`src/hw/pbc_defs.vh`:
```
`ifndef PBC_DEFS_VH
`define PBC_DEFS_VH

// Counter geometry
`define PBC_WIDTH 4
`define PBC_ZERO 4'h0
`define PBC_ONE 4'h1
`define PBC_ALL_ONES 4'hf

// Register byte offsets
`define PBC_ADDR_W 4
`define PBC_OFF_STATUS 4'h0
`define PBC_OFF_CTRL 4'h4
`define PBC_OFF_LOAD 4'h8
`define PBC_OFF_WRAPS 4'hc

// Status fields
`define PBC_ST_COUNT_LSB 0
`define PBC_ST_TC_BIT 4
`define PBC_ST_ASYNC_BIT 5

// Control fields
`define PBC_CTRL_GATE_BIT 0
`define PBC_CTRL_CLEAR_BIT 1
`define PBC_CTRL_RESET 1'b1

// Wrap counter
`define PBC_WRAP_W 16
`define PBC_WRAP_ZERO 16'h0000
`define PBC_WRAP_ONE 16'h0001

`endif

```
`src/hw/pbc_core.v`:
```
`timescale 1ns/1ps
`include "pbc_defs.vh"

module pbc_core #(
	parameter WIDTH = `PBC_WIDTH,
	parameter ASYNC_CLEAR = 1
) (
	input wire clk,
	input wire rst_b,
	input wire async_clear_n,
	input wire sync_clear,
	input wire load,
	input wire [WIDTH-1:0] load_value,
	input wire count_enable,
	output reg [WIDTH-1:0] count_q,
	output wire wrap
);

wire clear_async_b;
reg [WIDTH-1:0] count_d;

////////////////////////////////////////////////////////////////////////////////
// Asynchronous clear path, present only in the master-clear build
assign clear_async_b = rst_b & ((ASYNC_CLEAR != 0) ? async_clear_n : 1'b1);

// Step from all ones back to zero
assign wrap = count_enable & (&count_q);

////////////////////////////////////////////////////////////////////////////////
// Mode resolution: clear, then load, then count, then hold
always @* begin
	count_d = count_q;
	if (sync_clear) begin
		count_d = {WIDTH{1'b0}};
	end else if (load) begin
		count_d = load_value;
	end else if (count_enable) begin
		count_d = count_q + {{(WIDTH-1){1'b0}}, 1'b1};
	end
end

// All stages share the clock edge; inputs are only looked at here
always @(posedge clk or negedge clear_async_b) begin
	if (!clear_async_b) begin
		count_q <= {WIDTH{1'b0}};
	end else begin
		count_q <= count_d;
	end
end

endmodule

```
`src/hw/pbc_counter.v`:
```
// Behaviour
// - Counts up in 4-bit binary; 15 steps to 0.
// - Count outputs change only on the rising clock edge, except async clear.
// - Priority: clear, then load, then count, then hold.
// - Async variant: low clear forces outputs low at once, overriding everything.
// - Sync variant: low clear zeroes outputs at next rising edge.
// - Low load copies preset inputs in at next edge, enables ignored.
// - Increments only when both count enables are high.
// - Either enable low holds the count.
// - Terminal count is trickle enable AND all four stages high.
// - Controls other than the async variant's clear are sampled only at the rising edge.
// - Cascade by feeding terminal count into the next stage enables, shared clock.
`timescale 1ns/1ps
`include "pbc_defs.vh"

module pbc_counter #(
	parameter WIDTH = `PBC_WIDTH,
	parameter ASYNC_CLEAR = 1
) (
	input wire clk,
	input wire rst_b,
	input wire async_clear_n,
	input wire sync_clear_n,
	input wire load_n,
	input wire count_enable_parallel,
	input wire count_enable_trickle,
	input wire [WIDTH-1:0] preset_in,
	output wire [WIDTH-1:0] count_out,
	output wire terminal_count,
	input wire [`PBC_ADDR_W-1:0] avs_address,
	input wire avs_read,
	input wire avs_write,
	input wire [31:0] avs_writedata,
	input wire [3:0] avs_byteenable,
	output reg [31:0] avs_readdata,
	output reg avs_waitrequest
);

function pbc_hit;
	input [`PBC_ADDR_W-1:0] addr;
	input [`PBC_ADDR_W-1:0] offset;
	begin
		pbc_hit = (addr == offset);
	end
endfunction

reg gate_q;
reg gate_d;
reg sw_clear_q;
reg sw_clear_d;
reg sw_load_q;
reg sw_load_d;
reg [WIDTH-1:0] sw_value_q;
reg [WIDTH-1:0] sw_value_d;
reg [`PBC_WRAP_W-1:0] wraps_q;
reg [`PBC_WRAP_W-1:0] wraps_d;
reg [31:0] rdata_d;
wire [WIDTH-1:0] count_q;
wire wrap;
wire access;
wire commit_wr;
wire core_clear;
wire core_load;
wire [WIDTH-1:0] core_value;
wire core_enable;

////////////////////////////////////////////////////////////////////////////////
// Counter control
assign core_clear = ((ASYNC_CLEAR == 0) & ~sync_clear_n) | sw_clear_q;
assign core_load = ~load_n | sw_load_q;
assign core_value = ~load_n ? preset_in : sw_value_q;
assign core_enable = count_enable_parallel & count_enable_trickle & gate_q;

pbc_core #(
	.WIDTH(WIDTH),
	.ASYNC_CLEAR(ASYNC_CLEAR)
) u_core (
	.clk(clk),
	.rst_b(rst_b),
	.async_clear_n(async_clear_n),
	.sync_clear(core_clear),
	.load(core_load),
	.load_value(core_value),
	.count_enable(core_enable),
	.count_q(count_q),
	.wrap(wrap)
);

assign count_out = count_q;
// Decoded carry for cascading; combinational so the next stage sees it this cycle
assign terminal_count = count_enable_trickle & (&count_q);

////////////////////////////////////////////////////////////////////////////////
// Avalon slave: one wait cycle, then the request completes
assign access = avs_read | avs_write;
assign commit_wr = avs_write & ~avs_waitrequest;

always @* begin
	gate_d = gate_q;
	sw_clear_d = 1'b0;
	sw_load_d = 1'b0;
	sw_value_d = sw_value_q;
	wraps_d = wraps_q;
	if (wrap && !core_clear && !core_load) begin
		wraps_d = wraps_q + `PBC_WRAP_ONE;
	end
	if (commit_wr && avs_byteenable[0]) begin
		if (pbc_hit(avs_address, `PBC_OFF_CTRL)) begin
			gate_d = avs_writedata[`PBC_CTRL_GATE_BIT];
			sw_clear_d = avs_writedata[`PBC_CTRL_CLEAR_BIT];
		end
		if (pbc_hit(avs_address, `PBC_OFF_LOAD)) begin
			sw_value_d = avs_writedata[WIDTH-1:0];
			sw_load_d = 1'b1;
		end
		if (pbc_hit(avs_address, `PBC_OFF_WRAPS)) begin
			// A wrap in the clearing cycle still counts
			wraps_d = (wrap && !core_clear && !core_load) ? `PBC_WRAP_ONE : `PBC_WRAP_ZERO;
		end
	end
end

always @* begin
	rdata_d = 32'h0000_0000;
	if (pbc_hit(avs_address, `PBC_OFF_STATUS)) begin
		rdata_d[`PBC_ST_COUNT_LSB +: WIDTH] = count_q;
		rdata_d[`PBC_ST_TC_BIT] = terminal_count;
		rdata_d[`PBC_ST_ASYNC_BIT] = (ASYNC_CLEAR != 0);
	end else if (pbc_hit(avs_address, `PBC_OFF_CTRL)) begin
		rdata_d[`PBC_CTRL_GATE_BIT] = gate_q;
	end else if (pbc_hit(avs_address, `PBC_OFF_LOAD)) begin
		rdata_d[WIDTH-1:0] = sw_value_q;
	end else if (pbc_hit(avs_address, `PBC_OFF_WRAPS)) begin
		rdata_d[`PBC_WRAP_W-1:0] = wraps_q;
	end
end

always @(posedge clk or negedge rst_b) begin
	if (!rst_b) begin
		gate_q <= `PBC_CTRL_RESET;
		sw_clear_q <= 1'b0;
		sw_load_q <= 1'b0;
		sw_value_q <= `PBC_ZERO;
		wraps_q <= `PBC_WRAP_ZERO;
		avs_readdata <= 32'h0000_0000;
		avs_waitrequest <= 1'b1;
	end else begin
		gate_q <= gate_d;
		sw_clear_q <= sw_clear_d;
		sw_load_q <= sw_load_d;
		sw_value_q <= sw_value_d;
		wraps_q <= wraps_d;
		avs_waitrequest <= ~(access & avs_waitrequest);
		if (avs_read && avs_waitrequest) begin
			avs_readdata <= rdata_d;
		end
	end
end

endmodule

```
`config.mk`:
```
export PLATFORM = sky130hd
export DESIGN_NAME = pbc_counter
export DESIGN_NICKNAME = d
export VERILOG_FILES = /design/src/hw/pbc_core.v /design/src/hw/pbc_counter.v
export VERILOG_INCLUDE_DIRS = /design/src /design/src/hw
export SDC_FILE = /design/constraint.sdc
export NUM_CORES = 1
export LEC_CHECK = 0
export BUFFER_PORTS_ARGS = -buffer_cell sky130_fd_sc_hd__buf_2
export CORE_UTILIZATION = 30
export DETAILED_ROUTE_END_ITERATION = 8
export HOLD_SLACK_MARGIN = 0.03
export PLACE_DENSITY = 0.62
export SETUP_SLACK_MARGIN = 0.4
export SLEW_MARGIN = 5
export SYNTH_ARGS = -nofsm -noshare
export SYNTH_HDL_FRONTEND = slang
export SYNTH_SLANG_ARGS = --single-unit
```
`constraint.sdc`:
```
create_clock -name clk -period 3.15 [get_ports clk]
set_input_delay 0.1575 -clock clk [delete_from_list [all_inputs] [get_ports clk]]
set_output_delay 0.1575 -clock clk [all_outputs]
set_load 0.02 [all_outputs]
```
[After elaboration in Yosys (flattened, before gate mapping)]
Index checks and enable logic that the tools add are counted.
Word-level totals
  register bits: 44
  output and inout port bits: 38
Operators by class
  add/sub/neg operators: 2
  equality and inequality tests: 3
  mux-type cells: 19
  bitwise logic cells: 12
  reduce and logical (&&, ||, !) cells: 11
Operators with widths (count)
  16-bit two-way mux: 4
  4-bit two-way mux: 5
  16-bit by 1-bit adder with 16-bit output, second input constant: 1
  15-bit two-way mux: 1
  12-bit two-way mux: 1
  10-bit two-way mux: 1
  4-bit equality test, second input constant: 2
  1-bit bitwise AND: 7
  1-bit two-way mux: 6
  6-bit two-way mux: 1
  4-bit by 1-bit adder with 4-bit output, second input constant: 1
  4-bit by 3-bit equality test with 1-bit output, second input constant: 1
  1-bit logical AND: 4
  4-bit zero test: 1
  2-bit AND reduction: 2
  4-bit AND reduction: 1
  1-bit inverter: 3
  3-bit nonzero test: 1
  1-bit zero test: 2
  1-bit bitwise OR: 2

[Depth between registers and ports, before layout]
Gate-level depths: netlist of run 1.
  word-level depth: 8
  gate-level depth with buffers: 6
  gate-level depth less buffers: 6

[By module]
A second synthesis of run 1 with hierarchy kept.
Unflattened totals
  cells, all modules: 237
  area total of the unflattened synthesis: 2254.7 µm²
By module, submodules not included
  pbc_counter: times used 1, cells an instance 212, area an instance 2015.7 µm², sequential area each 1003.5 µm²
  pbc_core: times used 1, cells an instance 25, area an instance 239.0 µm², sequential area each 100.1 µm²

[Least setup slack after synthesis of run 1]
OpenSTA, ideal clock, no wires.
  path kind: reg-to-reg
  start point: register u_core.count_q[0]
  end point: register wraps_q[15]
  arrival time: 2.007 ns
  required time: 3.073 ns
  slack: 1.066 ns
  cell stages (with the launch flop): 7
  path buffers: 1
  clock period less this slack: 2.084 ns
  cell sequence: dfrtp_1 > ha_1 > nand4_4 > or3_1 > clkbuf_2 > or4_1 > a21oi_1
On the way
  word-level cells in the longest chain between the ends: 7
RTL lines
  from (decl): line pbc_core.v:15  | output reg [WIDTH-1:0] count_q,
  from (signal assigned): line pbc_core.v:45  | count_q <= {WIDTH{1'b0}};
  from (signal assigned): line pbc_core.v:47  | count_q <= count_d;
  4-bit AND reduction (*): line pbc_core.v:27  | assign wrap = count_enable & (&count_q);
  1-bit bitwise AND (*): line pbc_core.v:27
  1-bit logical AND (*) (2 in a row): line pbc_counter.v:104  | if (wrap && !core_clear && !core_load) begin
  16-bit two-way mux (*): line pbc_counter.v:104
  16-bit two-way mux: line pbc_counter.v:116  | if (pbc_hit(avs_address, `PBC_OFF_WRAPS)) begin
  16-bit two-way mux (*): line pbc_counter.v:107  | if (commit_wr && avs_byteenable[0]) begin
  via wraps_d[15]: line pbc_counter.v:56  | reg [`PBC_WRAP_W-1:0] wraps_d;
  to (signal assigned): line pbc_counter.v:144  | wraps_q <= `PBC_WRAP_ZERO;
  to (signal assigned): line pbc_counter.v:152  | wraps_q <= wraps_d;
  to (decl): line pbc_counter.v:55  | reg [`PBC_WRAP_W-1:0] wraps_q;
The timed path passes the listed nets; every way through them passes the cells marked *.
A chain may end at the register's enable or synchronous reset.

[Worst setup path after layout of run 1]
  start point: register u_core.count_q[0]
  end point: register wraps_q[9]
The elaborated chain is that of the path after synthesis.

==> summary.md, run 1 <==
### Status
* finished, final reports clean — result of the run

### Die
* 31.28% — effective utilization at floorplan
* 89.20 um — vertical die dimension
* 7956 um2 — die area
* 91 — top-level I/O count
* 89.20 um — width of the die
* 7292 um2 — core region area
* 31 — number of standard-cell rows in the floorplan

### Worst setup path
* register — type of element capturing the critical path
* 8 — maximum fanout along the worst path
* 0 — Buf/Inv on CP
* 5 — worst reg-to-reg path cell count
* reg -> reg — category of the most critical setup path
* 2390 ps — Critical Path AT
* ha_1, nand4_4, or3_1, or4b_1, a21oi_1 — crit path cell chain
* u_core.count_q[0]$_DFFE_PN0P_ — worst reg2reg startpoint
* register — Worst setup SP type
* simple AND/OR/NAND/NOR gates — Top Family by Delay on Critical Path
* 3380 ps — critical path required time
* wraps_q[9]$_DFF_PN0_ — worst r2r dst
* 530 ps — critical path's largest stage delay
* 990 ps — Register-to-Register Setup Slack
* sky130_fd_sc_hd__or3_1 — slowest stage cell on the critical path

### Global route
* 14.09% — global-route usage over all layers
* 0 — total grt overflow
* 1735 — number of global-route vias before repair
* 0 — initial antenna violation count
* 8480 um — wire length of the first global-routing pass
* 42 — largest net degree at the start of global routing

### Routing
* 4 — number of detailed-routing iterations run before antenna repair
* 1833 — via count
* 5125 um — Routed Wire Length
* 13.96 um — detail-routed net length per standard cell
* 0 — DR DRC count
* 4.995 — via/cell ratio
* 87 — Initial DRC Count
* 0 — Antenna Violating Nets Remaining

### STA
* 462.5 MHz — highest attainable clock frequency
* 0 ps — aggregate negative setup slack
* 39.10% — max_slew headroom
* no — RSZ-0062 raised after global routing
* 68.64% — final cycle utilization of the critical path
* 0 — count of endpoints failing setup in the final report
* 15.10 ps — setup skew after layout
* 78.21 ps — worst hold margin
* 913.6 ps — transition at the pin with the smallest max-transition slack
* 0 — number of max-slew violations in the final report
* 2162 ps — Min Clock Period, post-route
* 0 — number of hold violations in the final report

### Synth
* 100.0% — post-synthesis async set-or-reset flop share
* 0 — count of warnings emitted by yosys
* 44 — post-synthesis register bit count
* 224 — Mapped Cells
* 0 — Post-synth EDFFs
* sky130_fd_sc_hd__dfrtp_1 — predominant post-synthesis flop cell
* 2281 um2 — Mapped Area
* 42 — Netlist cell types
* 10.18 um2 — synthesized area divided by synthesized cell count
* 48.38% — share of the yosys chip area belonging to registers

### Clock tree
* 90 ps — clock-pin slew reported for the worst setup and hold paths after clock tree synthesis
* 300 ps — Worst-Skew Late Latency
* 4 — Post-CTS Hold Buffers
* built — TritonCTS clock tree
* sky130_fd_sc_hd__clkbuf_8 — cell chosen for the clock root
* 0 — Post-CTS Setup Inserts
* 5 — cts bufs inserted
* 2 — Longest Clk Path Bufs
* 2 — CTS H-tree lvls
* 0 — post-CTS sizing
* 44 — # clock sinks

### Hold path
* avs_writedata[1] — startpoint of the worst hold path
* core_clear$_DFF_PN0_ — worst min-delay path endpoint
* 3 — Worst Hold Path Cells
* in -> reg — Hold Path Class

### Placed design
* 3721 um — Post-DP HPWL
* 0.8068 — final estimated routing congestion in global placement
* 42 — port buffer count

### Cells and area
* 36.20% — post-layout utilization of the core
* sky130_fd_sc_hd__dfrtp_1 (42), sky130_fd_sc_hd__buf_2 (42), sky130_fd_sc_hd__nand2_1 (16), sky130_fd_sc_hd__conb_1 (16), sky130_fd_sc_hd__nor2_1 (15) — highest-count cells in the layout ignoring fill and taps
* 0 — antenna diode count
* 23.88% — proportion of layout cells with a drive suffix above 1
* 15.74% — synthesis-to-layout area growth
* 322 — total number of nets in the final design

### Pwr
* 54.7% — proportion of power drawn by flip-flops and latches
* 14.3% — share of power burned in combinational logic
* 31.0% — Clock power frac
* 0.001253 uW — static leakage
* 813.3 uW — internal power of the cells
* 0.2137 mV — worst vdd rail ir drop
* 29.42% — switch share
* 436.5 nW/um2 — PD cells
* 339.0 uW — Switch Pwr

### Job
* 0 — Max Cap Viol

## flip-flops by register name, indices dropped and copies added, names as in the netlist
register / count
avs_waitrequest: 1
u_core.count_q: 4
sw_load_q: 1
wraps_q: 16
avs_readdata: 16
sw_value_q: 4
core_clear: 1
gate_q: 1
## cells in the mapped netlist (2+ instances only)
library cell,count,area share [%]
sky130_fd_sc_hd__dfrtp_1,42,46
sky130_fd_sc_hd__ha_1,2,1.1
sky130_fd_sc_hd__xor2_1,2,0.77
sky130_fd_sc_hd__mux2_2,8,3.9
sky130_fd_sc_hd__and3_1,2,0.55
sky130_fd_sc_hd__or4_1,6,2.0
sky130_fd_sc_hd__nand2_1,16,2.6
sky130_fd_sc_hd__dfstp_2,2,2.3
sky130_fd_sc_hd__xnor2_1,5,1.9
sky130_fd_sc_hd__buf_4,16,5.3
sky130_fd_sc_hd__and2_1,3,0.82
sky130_fd_sc_hd__or3_1,2,0.55
sky130_fd_sc_hd__clkbuf_1,7,1.2
sky130_fd_sc_hd__nor2_1,15,2.5
sky130_fd_sc_hd__o21ai_0,11,2.4
sky130_fd_sc_hd__nor4_1,3,0.82
sky130_fd_sc_hd__a21oi_1,13,2.9
sky130_fd_sc_hd__o31ai_1,6,2.0
sky130_fd_sc_hd__nand3_1,7,1.5
sky130_fd_sc_hd__nand3b_1,2,0.66
sky130_fd_sc_hd__and4_1,3,1.2
sky130_fd_sc_hd__inv_1,9,1.5
sky130_fd_sc_hd__a22o_1,13,5.0
sky130_fd_sc_hd__nor3_1,2,0.44
sky130_fd_sc_hd__a22oi_1,4,1.3
sky130_fd_sc_hd__o22ai_1,2,0.55
sky130_fd_sc_hd__nand4_1,5,1.4
sky130_fd_sc_hd__mux2i_1,2,0.88
## layer usage
layer  global-route usage [%]  vias up  part of all wire [%]
met1                    18.70      887                    48
met2                    22.76       62                    45
met4                    4.762        0                   1.5
met3                    3.139       10                   5.0
li1                         -      874                     -
met5                        0        -                     0
## how the worst max path moves through the flow
stage                                        from                    end  slack [ps]  depth (start not counted)
floorplan           u_core.count_q[0]$_DFFE_PN0P_  wraps_q[15]$_DFF_PN0_        1070                          6
global placement    u_core.count_q[0]$_DFFE_PN0P_   wraps_q[9]$_DFF_PN0_        1040                          5
detailed placement  u_core.count_q[1]$_DFFE_PN0P_  wraps_q[15]$_DFF_PN0_        1010                          5
CTS                 u_core.count_q[0]$_DFFE_PN0P_  wraps_q[15]$_DFF_PN0_         990                          5
global route        u_core.count_q[0]$_DFFE_PN0P_  wraps_q[15]$_DFF_PN0_         860                          5
finish              u_core.count_q[0]$_DFFE_PN0P_   wraps_q[9]$_DFF_PN0_         990                          5
## power groups by stage
stage | registers, uW | logic (uW) | clock network, uW
after floorplan | 645 | 109 | 0
after global placement | 639 | 159 | 0
final | 630 | 165 | 357
after CTS | 630 | 167 | 364
after global routing | 634 | 186 | 388
after detailed placement | 640 | 161 | 0
## area by class of cell
cell class	count	area, um2
clock buffers	6	72.57
fillers	795	4652
inverters	9	33.78
clock inverters	2	12.51
flip-flops and latches	44	1104
multi-input cells	161	1044
repair buffers	46	250.2
well taps	99	123.9
## through the flow
step	cell area (um2)	worst slack (ps)	power [uW]	instances
2_1_floorplan	2337	1066	753.6	239
3_3_place_gp	2515	1039	798.5	355
6_report	2640	988.0	1152	367
4_1_cts	2640	987.9	1160	367
3_5_place_dp	2515	1007	801.8	355
5_1_grt	2640	858.0	1208	367
## worst reg2reg max path: cells and delay by family, from the launching register on
kind                       cells  cell delay (ps)
DFF                            1              490
AOI/OAI and AO/OA              1              160
adders and majority gates      1              280
and+or+nand+nor                3             1170
## logic make-up after synthesis
kind of cell | Yosys count | synth area share (%)
AND/OR/NAND/NOR | 72 | 17.94
AO/OA/AOI/OAI | 53 | 15.58
flip-flops | 44 | 48.38
buffers and inverters | 34 | 8.338
multiplexers | 11 | 5.815
XOR/XNOR | 7 | 2.688
adder cells (fa/ha/maj) | 2 | 1.097
other | 1 | 0.1644
Power figures use the tool's default switching activity.
==> inputs of run 2 (changes only) <==
- clock period: 3.15 -> 2.11 ns (I/O delays scaled with it)
==> run 2 against run 1 <==
  * Clock skew decreased by 3.1 ps
  * Global-route usage decreased by 0.17 points
  * Worst hold slack got worse by 30 ps
  * Non-clock buffer count increased by 24
  * Via count increased by 6.4%
  * Critical endpoint unchanged
  * Largest cell class is now multi-input combinational cells
==> summary.md, run 2 (same netlist as run 1, synthesis figures left out) <==
### Status
* finished, final reports clean — result of the run

### Placed design
* 42 — port buffer count, unchanged
* 3802 um — Post-DP HPWL, +2.2%
* 0.8163 — final estimated routing congestion in global placement, +1.2%
* 2589 um2 — placed cell area, +2.9%

### Pwr
* 1925 uW — Total Power, +67%
* 0.2152 mV — worst vdd rail ir drop, +0.70%
* 644.8 nW/um2 — PD cells, +48%
* 0.001402 uW — static leakage, +12%

### Cells and area
* avs_readdata (16), wraps_q (16) — largest registers in the final layout
* 38.01% — proportion of layout cells with a drive suffix above 1, +14 points
* 30.88% — synthesis-to-layout area growth
* 748 — count of filler cells inserted in the layout, -5.9%
* sky130_fd_sc_hd__buf_2 (42), sky130_fd_sc_hd__dfrtp_1 (38), sky130_fd_sc_hd__buf_4 (24) — highest-count cells in the layout ignoring fill and taps
* sky130_fd_sc_hd__buf_2 — most frequent standard cell in the layout excluding fill and tap cells
* 2985 um2 — area of all placed cells without fillers, +13%
* 0 — antenna diode count, unchanged
* 346 — total number of nets in the final design, +7.5%

### STA
* 1762 ps — Min Clock Period, post-route, -399.8 ps
* 0 — count of endpoints failing setup in the final report, unchanged
* 83.52% — final cycle utilization of the critical path, +15 points
* 0 — number of hold violations in the final report, unchanged
* 567.4 MHz — highest attainable clock frequency, +23%
* 0 — number of max-slew violations in the final report, unchanged
* 0 ps — aggregate negative setup slack, unchanged
* yes — RSZ-0062 raised after global routing
* 11.95 ps — setup skew after layout, -3.147 ps
* 641.7 ps — transition at the pin with the smallest max-transition slack, -271.9 ps
* 57.06% — max_slew headroom, +18 points

### Die
* 89.20 um — vertical die dimension, unchanged
* 89.20 um — width of the die, unchanged
* 7956 um2 — die area, unchanged
* 91 — top-level I/O count, unchanged
* 31.28% — effective utilization at floorplan, unchanged
* 7292 um2 — core region area, unchanged
* 31 — number of standard-cell rows in the floorplan, unchanged

### Worst setup path
* 4 — worst reg-to-reg path cell count, -1
* 350 ps — Register-to-Register Setup Slack, -640 ps
* 2330 ps — critical path required time, -1050 ps
* register — type of element capturing the critical path
* register — Worst setup SP type
* 1990 ps — Critical Path AT, -400 ps
* reg -> reg — category of the most critical setup path
* 7 — maximum fanout along the worst path, -1

### Global route
* 8431 um — wire length of the first global-routing pass, -0.58%
* 0 — total grt overflow, unchanged
* 13.92% — global-route usage over all layers, -0.17 points
* 1842 — number of global-route vias before repair, +6.2%
* 18 — largest net degree at the start of global routing, -57%
* 0 — initial antenna violation count, unchanged

### Clock tree
* built — TritonCTS clock tree
* 2 — CTS H-tree lvls, unchanged
* 80 ps — clock-pin slew reported for the worst setup and hold paths after clock tree synthesis, about the same
* sky130_fd_sc_hd__clkbuf_8 — cell chosen for the clock root
* 300 ps — Worst-Skew Late Latency, about the same
* 44 — # clock sinks, unchanged
* 5 — cts bufs inserted, unchanged
* 2 — Longest Clk Path Bufs, unchanged

### Hold path
* 2 — Worst Hold Path Cells, -1
* in -> reg — Hold Path Class

### Routing
* 5420 um — Routed Wire Length, +5.8%
* 13.86 um — detail-routed net length per standard cell, -0.74%
* 4.987 — via/cell ratio, -0.15%
* 4 — number of detailed-routing iterations run before antenna repair, unchanged
* 1950 — via count, +6.4%
* 0 — Antenna Violating Nets Remaining, unchanged
* 112 — Initial DRC Count, +29%
* 0 — DR DRC count, unchanged

### Job
* 0 — Max Cap Viol, unchanged

run 2: cell types whose count changed in the layout (fill, tap and decap cells not counted), moves of 2 or more:
cell,before,now
sky130_fd_sc_hd__mux2_4,0,3
sky130_fd_sc_hd__dfrtp_1,42,38
sky130_fd_sc_hd__ha_1,2,0
sky130_fd_sc_hd__mux2_2,8,5
sky130_fd_sc_hd__a21oi_2,0,2
sky130_fd_sc_hd__a21oi_1,13,11
sky130_fd_sc_hd__buf_4,0,24
sky130_fd_sc_hd__and4_1,3,1
sky130_fd_sc_hd__dfrtp_2,0,4
run 2: final timing paths:
check | start | endpoint
max in group asynchronous | rst_b | avs_waitrequest$_DFF_PN1_
max reg2reg | sw_load_q$_DFF_PN0_ | wraps_q[9]$_DFF_PN0_
min in group asynchronous | async_clear_n | u_core.count_q[3]$_DFFE_PN0P_
min | avs_writedata[3] | sw_value_q[3]$_DFFE_PN0P_
min reg2reg | avs_readdata[3]$_DFFE_PN0P_ | avs_readdata[3]$_DFFE_PN0P_
max | sw_load_q$_DFF_PN0_ | wraps_q[9]$_DFF_PN0_
run 2: through the flow:
step / hold WS (ps) / utilization (%) / worst slack [ps] / instances
after floorplan: -190.1 / - / 260.3 / 239
after global placement: 21.88 / 35.50 / 189.9 / 362
after detailed placement: 23.42 / 35.50 / 157.0 / 362
after CTS: 42.55 / 39.38 / 330.1 / 384
after global routing: 37.71 / 40.94 / 270.9 / 391
final: 48.59 / 40.94 / 347.7 / 391
run 2: layout make-up:
cell class	count	area, um2	share of cell area (%)
tap	99	123.9	4.149
multi-input combinational	161	1167	39.10
inverter	9	33.78	1.132
sequential	44	1109	37.13
timing repair buffer	70	430.4	14.42
clock buffer	6	82.58	2.766
clock inverter	2	38.79	1.299
run 2: power breakdown:
part | internal (uW) | switching [uW] | total, uW
clock | 387 | 289 | 677
sequential | 885 | 35.6 | 921
combinational | 143 | 185 | 328
run 2: repair_timing:
action | 4_1_cts | 5_1_grt
endpoints found under the setup margin | 8 | 18
gates resized for setup | 8 | 15
pin swaps | 14 | 4
endpoints found under the hold margin | 16 | 0
hold buffers | 4 | 0
buffers inserted | 10 | 7
run 2: routing by layer:
metal	vias to the layer above	global-route usage, %	part of all wire [%]
li1	918	-	-
met1	953	16.93	44
met2	65	24.36	49
met3	14	2.585	5.0
met4	0	5.483	2.5
met5	-	0	0
run 2: critical path, cell delays in order, from the launching register on:
cell and delay [ps]:
sky130_fd_sc_hd__dfrtp_1 410, sky130_fd_sc_hd__nand4bb_4 240, sky130_fd_sc_hd__or3_4 430, sky130_fd_sc_hd__or4b_4 490
sky130_fd_sc_hd__a21oi_2 130
